**config.mk**
```make
export PLATFORM = sky130hd
export DESIGN_NAME = pbc_basic_control
export DESIGN_NICKNAME = d
export VERILOG_FILES = /design/src/hw/pbc_pkg.sv /design/src/hw/pbc_basic_control.sv /design/src/hw/pbc_self_clear.sv
export SDC_FILE = /design/constraint.sdc
export NUM_CORES = 1
export LEC_CHECK = 0
export BUFFER_PORTS_ARGS = -buffer_cell sky130_fd_sc_hd__buf_2
export CAP_MARGIN = 20
export CELL_PAD_IN_SITES_DETAIL_PLACEMENT = 0
export CELL_PAD_IN_SITES_GLOBAL_PLACEMENT = 1
export CORE_ASPECT_RATIO = 0.8
export CORE_MARGIN = 3
export CORE_UTILIZATION = 43
export CTS_CLUSTER_DIAMETER = 50
export DETAILED_ROUTE_END_ITERATION = 16
export PLACE_DENSITY_LB_ADDON = 0.1
export SYNTH_ARGS = -nofsm -noshare
export SYNTH_HDL_FRONTEND = slang
export SYNTH_HIERARCHICAL = 1
export SYNTH_SLANG_ARGS = --single-unit
```
**constraint.sdc**
```tcl
create_clock -name i_clk -period 3 [get_ports i_clk]
set_input_delay 0.3 -clock i_clk [delete_from_list [all_inputs] [get_ports i_clk]]
set_output_delay 0.3 -clock i_clk [all_outputs]
set_load 0.05 [all_outputs]
```
**src/hw/pbc_pkg.sv**
```systemverilog
package pbc_pkg;
  // management register map
  localparam logic [4:0] PBC_ADDR_CTRL = 5'h00;
  localparam int PBC_ADDR_W = 5;
  localparam int PBC_DATA_W = 16;
  localparam logic [15:0] PBC_CTRL_RESET = 16'h1000;
  localparam logic [15:0] PBC_ZERO = 16'h0000;

  // field positions
  localparam int PBC_B_SOFT_RESET = 15;
  localparam int PBC_B_LOOPBACK = 14;
  localparam int PBC_B_SPEED_LSB = 13;
  localparam int PBC_B_ANEG_EN = 12;
  localparam int PBC_B_POWER_DOWN = 11;
  localparam int PBC_B_ISOLATE = 10;
  localparam int PBC_B_RESTART = 9;
  localparam int PBC_B_DUPLEX = 8;
  localparam int PBC_B_COL_TEST = 7;
  localparam int PBC_B_SPEED_MSB = 6;
  localparam int PBC_B_ONE_WAY = 5;

  // speed codes
  localparam logic [1:0] PBC_SPEED_10 = 2'h0;
  localparam logic [1:0] PBC_SPEED_100 = 2'h1;

  // timing
  localparam int PBC_CLK_PERIOD_PS = 25000;
  localparam int PBC_SOFT_RESET_TIME_NS = 1000;
  localparam int PBC_SOFT_RESET_CYCLES =
    (PBC_SOFT_RESET_TIME_NS * 1000 + PBC_CLK_PERIOD_PS - 1) / PBC_CLK_PERIOD_PS;
  localparam int PBC_RESTART_CYCLES = 1;
  localparam int PBC_CNT_W = 16;
  localparam logic [1:0] PBC_STRAP_SYNC_DONE = 2'h2;
endpackage : pbc_pkg

```
**src/hw/pbc_basic_control.sv**
```systemverilog
`timescale 1ns/10ps
// What this block does
// - control register at management address zero, reset value 0x1000 except strapped bits.
// - writing one to bit 15 resets the device; bit clears when reset finishes.
// - bit 14 enables loopback when one; resets to zero.
// - speed code msb,lsb: 01 is 100 Mbps, 00 is 10 Mbps, others reserved.
// - speed lsb, autonegotiation enable and power-down defaults come from strap pins.
// - bit 12 enables autonegotiation when one; nominal reset value one.
// - bit 11 set powers the device down; clearing restores normal operation.
// - isolate bit one tristates all MAC interface pins.
// - writing one to bit 9 restarts autonegotiation; bit clears after restart.
// - collision test bit one enables collision signal test; resets to zero.
// - one-way transmit bit reads zero; transmit enabled only with valid link.
module pbc_basic_control
  import pbc_pkg::*;
(
  // clock and reset
  input wire logic i_clk,
  input wire logic i_arst_n,
  // management register access
  input wire logic [PBC_ADDR_W-1:0] i_mgmt_addr,
  input wire logic i_mgmt_wr,
  input wire logic i_mgmt_rd,
  input wire logic [PBC_DATA_W-1:0] i_mgmt_wdata,
  output logic [PBC_DATA_W-1:0] o_mgmt_rdata,
  // strap pins
  input wire logic i_strap_speed_lsb,
  input wire logic i_strap_aneg_enable,
  input wire logic i_strap_power_down,
  // link state
  input wire logic i_link_up,
  // controls to the transceiver
  output logic o_phy_reset,
  output logic o_loopback,
  output logic [1:0] o_speed_sel,
  output logic o_aneg_enable,
  output logic o_power_down,
  output logic o_mac_pins_oe_n,
  output logic o_aneg_restart,
  output logic o_full_duplex,
  output logic o_col_test,
  output logic o_mac_tx_enable
);
  logic [2:0] strap_s1_r;
  logic [2:0] strap_s2_r;
  logic [1:0] strap_cnt_r;
  logic strap_load;
  logic loopback_r;
  logic speed_lsb_r;
  logic speed_msb_r;
  logic aneg_en_r;
  logic power_down_r;
  logic isolate_r;
  logic duplex_r;
  logic col_test_r;
  logic ctrl_wr;
  logic rst_busy;
  logic rst_done;
  logic rst_start;
  logic rs_busy;
  logic rs_done;
  logic rs_start;
  logic [PBC_DATA_W-1:0] ctrl_value;
  logic [PBC_DATA_W-1:0] rdata_r;
  logic tx_en_r;

  function automatic logic hit_ctrl(input logic [PBC_ADDR_W-1:0] addr);
    hit_ctrl = (addr == PBC_ADDR_CTRL);
  endfunction : hit_ctrl

  // strap pins pass two flops, then load once the pipe is filled
  always_ff @(posedge i_clk or negedge i_arst_n) begin
    if (!i_arst_n) begin
      strap_s1_r <= 3'h0;
      strap_s2_r <= 3'h0;
    end else begin
      strap_s1_r <= {i_strap_power_down, i_strap_aneg_enable, i_strap_speed_lsb};
      strap_s2_r <= strap_s1_r;
    end
  end

  always_ff @(posedge i_clk or negedge i_arst_n) begin
    if (!i_arst_n) begin
      strap_cnt_r <= 2'h0;
    end else if (strap_cnt_r != PBC_STRAP_SYNC_DONE + 2'h1) begin
      strap_cnt_r <= strap_cnt_r + 2'h1;
    end
  end

  // load once, in the cycle the second flop first holds the pin value
  assign strap_load = (strap_cnt_r == PBC_STRAP_SYNC_DONE);

  // writes are refused while the soft reset runs
  assign ctrl_wr = i_mgmt_wr && hit_ctrl(i_mgmt_addr) && !rst_busy;
  assign rst_start = ctrl_wr && i_mgmt_wdata[PBC_B_SOFT_RESET];
  assign rs_start = ctrl_wr && i_mgmt_wdata[PBC_B_RESTART];

  pbc_self_clear #(
    .CYCLES(PBC_SOFT_RESET_CYCLES)
  ) u_soft_reset (
    .i_clk(i_clk),
    .i_arst_n(i_arst_n),
    .i_start(rst_start),
    .o_busy(rst_busy),
    .o_done(rst_done)
  );

  pbc_self_clear #(
    .CYCLES(PBC_RESTART_CYCLES)
  ) u_restart (
    .i_clk(i_clk),
    .i_arst_n(i_arst_n),
    .i_start(rs_start),
    .o_busy(rs_busy),
    .o_done(rs_done)
  );

  // plain fields: reset value, soft reset end, software write
  always_ff @(posedge i_clk or negedge i_arst_n) begin
    if (!i_arst_n) begin
      loopback_r <= PBC_CTRL_RESET[PBC_B_LOOPBACK];
      speed_msb_r <= PBC_CTRL_RESET[PBC_B_SPEED_MSB];
      isolate_r <= PBC_CTRL_RESET[PBC_B_ISOLATE];
      duplex_r <= PBC_CTRL_RESET[PBC_B_DUPLEX];
      col_test_r <= PBC_CTRL_RESET[PBC_B_COL_TEST];
    end else if (rst_done) begin
      loopback_r <= PBC_CTRL_RESET[PBC_B_LOOPBACK];
      speed_msb_r <= PBC_CTRL_RESET[PBC_B_SPEED_MSB];
      isolate_r <= PBC_CTRL_RESET[PBC_B_ISOLATE];
      duplex_r <= PBC_CTRL_RESET[PBC_B_DUPLEX];
      col_test_r <= PBC_CTRL_RESET[PBC_B_COL_TEST];
    end else if (ctrl_wr) begin
      loopback_r <= i_mgmt_wdata[PBC_B_LOOPBACK];
      speed_msb_r <= i_mgmt_wdata[PBC_B_SPEED_MSB];
      isolate_r <= i_mgmt_wdata[PBC_B_ISOLATE];
      duplex_r <= i_mgmt_wdata[PBC_B_DUPLEX];
      col_test_r <= i_mgmt_wdata[PBC_B_COL_TEST];
    end
  end

  // strapped fields; a software write wins over the one-time strap load
  always_ff @(posedge i_clk or negedge i_arst_n) begin
    if (!i_arst_n) begin
      speed_lsb_r <= PBC_CTRL_RESET[PBC_B_SPEED_LSB];
      aneg_en_r <= PBC_CTRL_RESET[PBC_B_ANEG_EN];
      power_down_r <= PBC_CTRL_RESET[PBC_B_POWER_DOWN];
    end else if (ctrl_wr) begin
      speed_lsb_r <= i_mgmt_wdata[PBC_B_SPEED_LSB];
      aneg_en_r <= i_mgmt_wdata[PBC_B_ANEG_EN];
      power_down_r <= i_mgmt_wdata[PBC_B_POWER_DOWN];
    end else if (strap_load || rst_done) begin
      speed_lsb_r <= strap_s2_r[0];
      aneg_en_r <= strap_s2_r[1];
      power_down_r <= strap_s2_r[2];
    end
  end

  // register image; one-way bit and low field read as zero
  always_comb begin
    ctrl_value = PBC_ZERO;
    ctrl_value[PBC_B_SOFT_RESET] = rst_busy;
    ctrl_value[PBC_B_LOOPBACK] = loopback_r;
    ctrl_value[PBC_B_SPEED_LSB] = speed_lsb_r;
    ctrl_value[PBC_B_ANEG_EN] = aneg_en_r;
    ctrl_value[PBC_B_POWER_DOWN] = power_down_r;
    ctrl_value[PBC_B_ISOLATE] = isolate_r;
    ctrl_value[PBC_B_RESTART] = rs_busy;
    ctrl_value[PBC_B_DUPLEX] = duplex_r;
    ctrl_value[PBC_B_COL_TEST] = col_test_r;
    ctrl_value[PBC_B_SPEED_MSB] = speed_msb_r;
  end

  // read data registered; other addresses read zero
  always_ff @(posedge i_clk or negedge i_arst_n) begin
    if (!i_arst_n) begin
      rdata_r <= PBC_ZERO;
    end else if (i_mgmt_rd) begin
      rdata_r <= hit_ctrl(i_mgmt_addr) ? ctrl_value : PBC_ZERO;
    end
  end

  // transmit only with a valid link and an active, connected device
  always_ff @(posedge i_clk or negedge i_arst_n) begin
    if (!i_arst_n) begin
      tx_en_r <= 1'b0;
    end else begin
      tx_en_r <= i_link_up && !isolate_r && !power_down_r && !rst_busy;
    end
  end

  assign o_mgmt_rdata = rdata_r;
  assign o_phy_reset = rst_busy;
  assign o_loopback = loopback_r;
  assign o_speed_sel = {speed_msb_r, speed_lsb_r};
  assign o_aneg_enable = aneg_en_r;
  assign o_power_down = power_down_r;
  assign o_mac_pins_oe_n = isolate_r;
  assign o_aneg_restart = rs_done;
  assign o_full_duplex = duplex_r;
  assign o_col_test = col_test_r;
  assign o_mac_tx_enable = tx_en_r;
endmodule : pbc_basic_control

```
**src/hw/pbc_self_clear.sv**
```systemverilog
`timescale 1ns/10ps
module pbc_self_clear
  import pbc_pkg::*;
#(
  parameter int unsigned CYCLES = 1
) (
  // clock and reset
  input wire logic i_clk,
  input wire logic i_arst_n,
  // control
  input wire logic i_start,
  // status
  output logic o_busy,
  output logic o_done
);
  logic busy_r;
  logic [PBC_CNT_W-1:0] cnt_r;

  // busy holds for CYCLES cycles, a new start reloads the count
  always_ff @(posedge i_clk or negedge i_arst_n) begin
    if (!i_arst_n) begin
      busy_r <= 1'b0;
      cnt_r <= '0;
    end else if (i_start) begin
      busy_r <= 1'b1;
      cnt_r <= PBC_CNT_W'(CYCLES - 1);
    end else if (busy_r) begin
      if (cnt_r == '0) begin
        busy_r <= 1'b0;
      end else begin
        cnt_r <= cnt_r - 1'b1;
      end
    end
  end

  assign o_busy = busy_r;
  assign o_done = busy_r && (cnt_r == '0) && !i_start;
endmodule : pbc_self_clear

```
# ---- Word-level counts from Yosys, hierarchy flattened
# Index checks and enable logic that the tools add are counted.
dict set report word_totals {
  word_cells 79
  output_inout_bits 27
  in_bits 29
  register_bits 67
}
dict set report op_classes {
  n_reduce_logical 26
  addsub 3
  n_eq_ne 4
  mux 29
}
# operator n
set ops {}
lappend ops {{$mux W16} 7}
lappend ops {{$logic_not A16 Y1} 2}
lappend ops {{$sub A16 B1 Y16 const B} 2}
lappend ops {{$mux W1} 22}
lappend ops {{$logic_and A1 B1 Y1} 11}
lappend ops {{$reduce_bool A2 Y1} 4}
lappend ops {{$logic_not A1 Y1} 5}
lappend ops {{$logic_not A5 Y1} 1}
lappend ops {{$ne A2 B1 Y1 const B} 2}
lappend ops {{$reduce_and A2 Y1} 2}
lappend ops {{$add A2 B1 Y2 const B} 1}
lappend ops {{$eq A2 B2 Y1 const B} 1}
lappend ops {{$ne A2 B2 Y1 const B} 1}
lappend ops {{$logic_or A1 B1 Y1} 1}

# ---- Logic depth before layout (Yosys ltp)
dict set report logic_depth {
  word_depth 9
  mapped_depth 9
  mapped_depth_nobuf 7
}

# ---- Cells and area by module
# The synthesis kept the hierarchy.
# module n_inst seq_area_each_um2 area_per_inst_um2 cells_per_inst
set by_module_without_submodules {}
lappend by_module_without_submodules {pbc_basic_control 1 676.9 1179.9 105}
lappend by_module_without_submodules {{pbc_self_clear at u_restart} 1 425.4 979.7 104}
lappend by_module_without_submodules {{pbc_self_clear at u_soft_reset} 1 425.4 913.4 93}

# ---- Worst setup path after synthesis
# OpenSTA, ideal clock, no wires.
dict set report synth_path {
  path_kind {register to register}
  startpoint {reg u_soft_reset.busy_r (netlist: u_soft_reset/o_busy)}
  endpoint {reg u_restart.cnt_r[2]}
  t_required_ps 2864
  t_arrival_ps 2676
  setup_time_ps 136
  period_less_slack_ps 2812
  slack_ps 188
  path_buffers 2
  stages_incl_launch_ff 9
  path_cell_list {dfrtp_1 and4b_1 buf_6 and2_1 clkbuf_1 or4b_1 or4_4 nand4b_1 a21oi_1}
}
dict set report synth_via {
  elab_chain_cells 5
  elab_cells_between_ends 7
  classes_between {eq/ne: 1; mux: 1; reduce/logical: 5}
}
# item line_no
set synth_lines {}
lappend synth_lines {{start, declared} pbc_self_clear.sv:16} ;# logic busy_r;
lappend synth_lines {{start signal, assigned} pbc_self_clear.sv:22} ;# busy_r <= 1'b0;
lappend synth_lines {{start signal, assigned} pbc_self_clear.sv:25} ;# busy_r <= 1'b1;
lappend synth_lines {{start signal, assigned} pbc_self_clear.sv:29} ;# busy_r <= 1'b0;
lappend synth_lines {{$logic_not A1 Y1 *} pbc_basic_control.sv:94} ;# assign ctrl_wr = i_mgmt_wr && hit_ctrl(i_mgmt_addr) && !rst_busy;
lappend synth_lines {{$logic_and A1 B1 Y1 *} pbc_basic_control.sv:94}
lappend synth_lines {{$logic_and A1 B1 Y1 *} pbc_basic_control.sv:96} ;# assign rs_start = ctrl_wr && i_mgmt_wdata[PBC_B_RESTART];
lappend synth_lines {{named net rs_start} pbc_basic_control.sv:62} ;# logic rs_start;
lappend synth_lines {{$ne A2 B1 Y1 (no line) / $reduce_bool A2 Y1 (equally long branches)} -}
lappend synth_lines {{$reduce_and A2 Y1 (no line)} -}
lappend synth_lines {{end signal, assigned} pbc_self_clear.sv:26} ;# cnt_r <= PBC_CNT_W'(CYCLES - 1);
lappend synth_lines {{end signal, assigned} pbc_self_clear.sv:31} ;# cnt_r <= cnt_r - 1'b1;
lappend synth_lines {{end, declared} pbc_self_clear.sv:17} ;# logic [PBC_CNT_W-1:0] cnt_r;
# Mark *: on every way through the listed nets, which the timed path passes. The rest lies on a longest branch.
# A chain may end at the register's enable or synchronous reset.

# ---- Worst setup path in the final report
dict set report layout_path {
  startpoint {reg u_soft_reset.cnt_r[10]}
  endpoint {reg speed_lsb_r}
}
dict set report layout_via {
  elab_chain_cells 5
}
# item line_no
set layout_lines {}
lappend layout_lines {{start, declared} pbc_self_clear.sv:17}
lappend layout_lines {{start signal, assigned} pbc_self_clear.sv:26}
lappend layout_lines {{start signal, assigned} pbc_self_clear.sv:31}
lappend layout_lines {{$logic_not A16 Y1} pbc_self_clear.sv:37} ;# assign o_done = busy_r && (cnt_r == '0) && !i_start;
lappend layout_lines {{$logic_and A1 B1 Y1 (2 in series)} pbc_self_clear.sv:37}
lappend layout_lines {{named net rst_done} pbc_basic_control.sv:58} ;# logic rst_done;
lappend layout_lines {{$logic_or A1 B1 Y1} pbc_basic_control.sv:151} ;# end else if (strap_load || rst_done) begin
lappend layout_lines {{$reduce_bool A2 Y1 (no line)} -}
lappend layout_lines {{end signal, assigned} pbc_basic_control.sv:144} ;# speed_lsb_r <= PBC_CTRL_RESET[PBC_B_SPEED_LSB];
lappend layout_lines {{end signal, assigned} pbc_basic_control.sv:148} ;# speed_lsb_r <= i_mgmt_wdata[PBC_B_SPEED_LSB];
lappend layout_lines {{end signal, assigned} pbc_basic_control.sv:152} ;# speed_lsb_r <= strap_s2_r[0];
lappend layout_lines {{end, declared} pbc_basic_control.sv:49} ;# logic speed_lsb_r;
# The timed path passes the listed nets, and every way through them passes these cells.

==> results.json <==
{
  "status": "complete, no violations",
  "cts_sinks": 61,
  "die_h_um": 81.6,
  "port_buffers": 43,
  "timing.final.hold_violations": 0,
  "grt_pass1_wl_um": 10700,
  "first_pass_iters": 4,
  "antenna_found_initial": 0,
  "crit_required_ns": 3.22,
  "cp_max_fo": 7,
  "path_clk_slew_ns": 0.07,
  "reg2reg_slack_ns": 0.37,
  "ys_top_cells_by_count": "dfrtp_1, nor2_1, nand2_1, inv_1, a21oi_1",
  "n_antenna_cell": 0,
  "hold_buffers": 0,
  "dpl_cell_area_um2": 3360,
  "worstHoldPathType": "in -> reg",
  "synthTopCellsByArea": "dfrtp_1, nor2_1, or4_1, nand2b_1, a21oi_1",
  "gr-total-overflow": 0,
  "dp.cells": 423,
  "die_w_um": 101,
  "r2r_cells": 6,
  "fin_setup_tns_ns": 0,
  "wl_per_cell_um": 14.8,
  "stdcell_count": 439,
  "worstHoldStart": "i_strap_power_down",
  "clockRootBuffer": "clkbuf_8",
  "dieArea_um2": 8200,
  "via_per_inst": 5.37,
  "worst_slew_pin_slew_ns": 0.773,
  "synth-seq-cells": 61,
  "synth_edf_count": 0,
  "yosys.cell_types.count": 51,
  "postCtsSetupRepairBufs": 0,
  "grt_use_total_pct": 17.0,
  "cp-end-kind": "register",
  "slew_violations": 0,
  "htree_levels": 3,
  "drc_errors": 0,
  "final_util_pct": 53.8,
  "cts_tree": "yes",
  "whs_endpoint": "strap_s1_r[2]",
  "min_path_cells": 1,
  "vias": 2359,
  "place_congestion": 0.809,
  "powerDensity_nw_per_um2": 479,
  "rsz0062_at_grt": "false",
  "power.leakage_nw": 1.44,
  "core_um2": 6640,
  "drive_gt1_share_pct": 23.4,
  "fin_area_um2": 3570,
  "worstReg2RegEnd": "speed_lsb_r",
  "area_delta_synth_final_pct": 16.1,
  "cts-resized-gates": 0,
  "irDropWorstVdd_uv": 225,
  "r2r-start": "u_soft_reset/cnt_r[10]",
  "grt_max_degree": 62,
  "first_global_vias": 2221,
  "synth_area_per_cell_um2": 10.2,
  "skew_ns": 0.00797,
  "worstSetupStartpointType": "register",
  "synth_flop_cell": "dfrtp_1",
  "drtIter0Drc": 155,
  "yosysTopAreaCell": "dfrtp_1",
  "pin_count": 56,
  "routed_wl_um": 6480,
  "num_rows": 26,
  "max-clock-path-buffers": 2,
  "clkLatencyLatePin_ns": 0.34,
  "synth_warnings": 6,
  "finalSetupViolCount": 0,
  "synthArstFlopShare_pct": 100,
  "cts-buffers-inserted": 9,
  "max_freq_mhz": 380,
  "netlist.area_leader.share_pct": 48.9,
  "hpwlAfterDp_um": 4440,
  "drv_cap": 0,
  "fin_crit_ns": 2.63,
  "slew_headroom_pct": 48.5,
  "fin_crit_sh_pct": 87.7,
  "fin_nets": 383,
  "nFillCells": 618,
  "yosysMostFrequentCell": "dfrtp_1",
  "syn_inst": 302,
  "arrival_ns": 2.85,
  "ant_nets": 0,
  "syn_area_um2": 3070,
  "yosysSeqAreaShare_pct": 49.7,
  "initial_core_util_pct": 46.3,
  "crit_type": "reg -> reg"
}
[where the power goes]
group	internal (W)	switching [W]	total [W]
Sequential	0.000840	0.0000148	0.000855
Combinational	0.0000286	0.0000678	0.0000963
Clock	0.000428	0.000330	0.000758
Total	0.00130	0.000413	0.00171
[per-stage QoR]
| stage | hold slack, ns | worst slack (ns) | total power (W) |
|---|---|---|---|
| after floorplan | 0.00441 | 0.188 | 0.000932 |
| after global routing | 0.0420 | 0.241 | 0.00178 |
| final | 0.0652 | 0.368 | 0.00171 |
| after CTS | 0.0442 | 0.360 | 0.00174 |
| after detailed placement | 0.338 | 0.376 | 0.000969 |
| after global placement | 0.332 | 0.395 | 0.000967 |
[cell families (layout without fill, tap and decap cells)]
family	count (synthesis)	in the layout	synth area share, %
compound gates	50	50	9.94
xor+xnor	12	12	3.42
fa+ha+maj	4	4	1.63
buf+inv	37	85	6.07
flops	61	61	49.7
mux	12	12	4.15
other cells	1	6	0.122
simple gates	125	125	25.0
[layer usage]
metal | track usage [%] | vias to the layer above | wire length, um | share of wire, %
li1 | - | 1173 | - | -
met4 | 6.46 | 0 | 102 | 1.6
met5 | 0 | - | 0 | 0
met2 | 24.8 | 77 | 2560 | 40
met3 | 4.92 | 12 | 464 | 7.2
met1 | 23.9 | 1097 | 3350 | 52
[layout make-up]
cell class	instances	area (um2)	share of cell area [%]
tap	84	105	2.95
clock inverter	5	58.8	1.65
timing repair buffer	52	283	7.93
clock buffer	11	151	4.24
multi-input combinational	209	1380	38.6
sequential	61	1530	42.8
inverter	17	63.8	1.79
[worst max-delay path: stages (launching register included)]
cell and delay [ns]:
dfrtp_1 0.43, or4_4 0.57, or3_4 0.37, nor4b_1 0.42, nor2_1 0.17, mux2_2 0.29, mux2_1 0.27
[sequential cells by signal (all words and copies together), names as in the netlist, 2 cells and up]
register and cells:
u_restart/cnt_r 16, strap_s2_r 3, strap_cnt_r 2, u_soft_reset/cnt_r 16, strap_s1_r 3, o_mgmt_rdata 10
[worst max path at each step]
| stage | from | endpoint | slack [ns] | depth (start not counted) |
|---|---|---|---|---|
| 2_1_floorplan | u_soft_reset/o_busy | u_restart/cnt_r[2] | 0.19 | 8 |
| 3_3_place_gp | u_soft_reset/cnt_r[11] | speed_lsb_r | 0.39 | 6 |
| 3_5_place_dp | u_soft_reset/cnt_r[11] | speed_lsb_r | 0.38 | 6 |
| 4_1_cts | u_soft_reset/cnt_r[10] | speed_lsb_r | 0.36 | 6 |
| 5_1_grt | u_soft_reset/cnt_r[10] | speed_lsb_r | 0.24 | 6 |
| 6_report | u_soft_reset/cnt_r[10] | speed_lsb_r | 0.37 | 6 |
[cell usage in the layout, fill, tap and decap left out, types with 2 or more instances in the layout]
cell type	instances
nor3b_1	3
o41ai_1	3
or4b_1	2
or4_4	2
xnor2_1	6
clkbuf_8	11
buf_4	9
mux2i_1	6
or3_1	8
nand4b_1	4
a21oi_1	16
buf_2	43
and4bb_2	2
or2_2	2
o21ai_0	9
dfrtp_1	60
nand2_1	21
nand4_1	2
nand3_1	4
conb_1	6
nor2_1	25
o211ai_1	3
nand2b_1	13
mux2_1	3
nor4b_1	2
or4_1	11
o31ai_1	5
o22ai_1	10
nor3_1	6
nor4_1	6
xor2_1	6
inv_1	17
and2_1	2
ha_1	4
clkinvlp_4	2
mux2_2	3
Note: power is estimated with default switching activity, not from simulation.
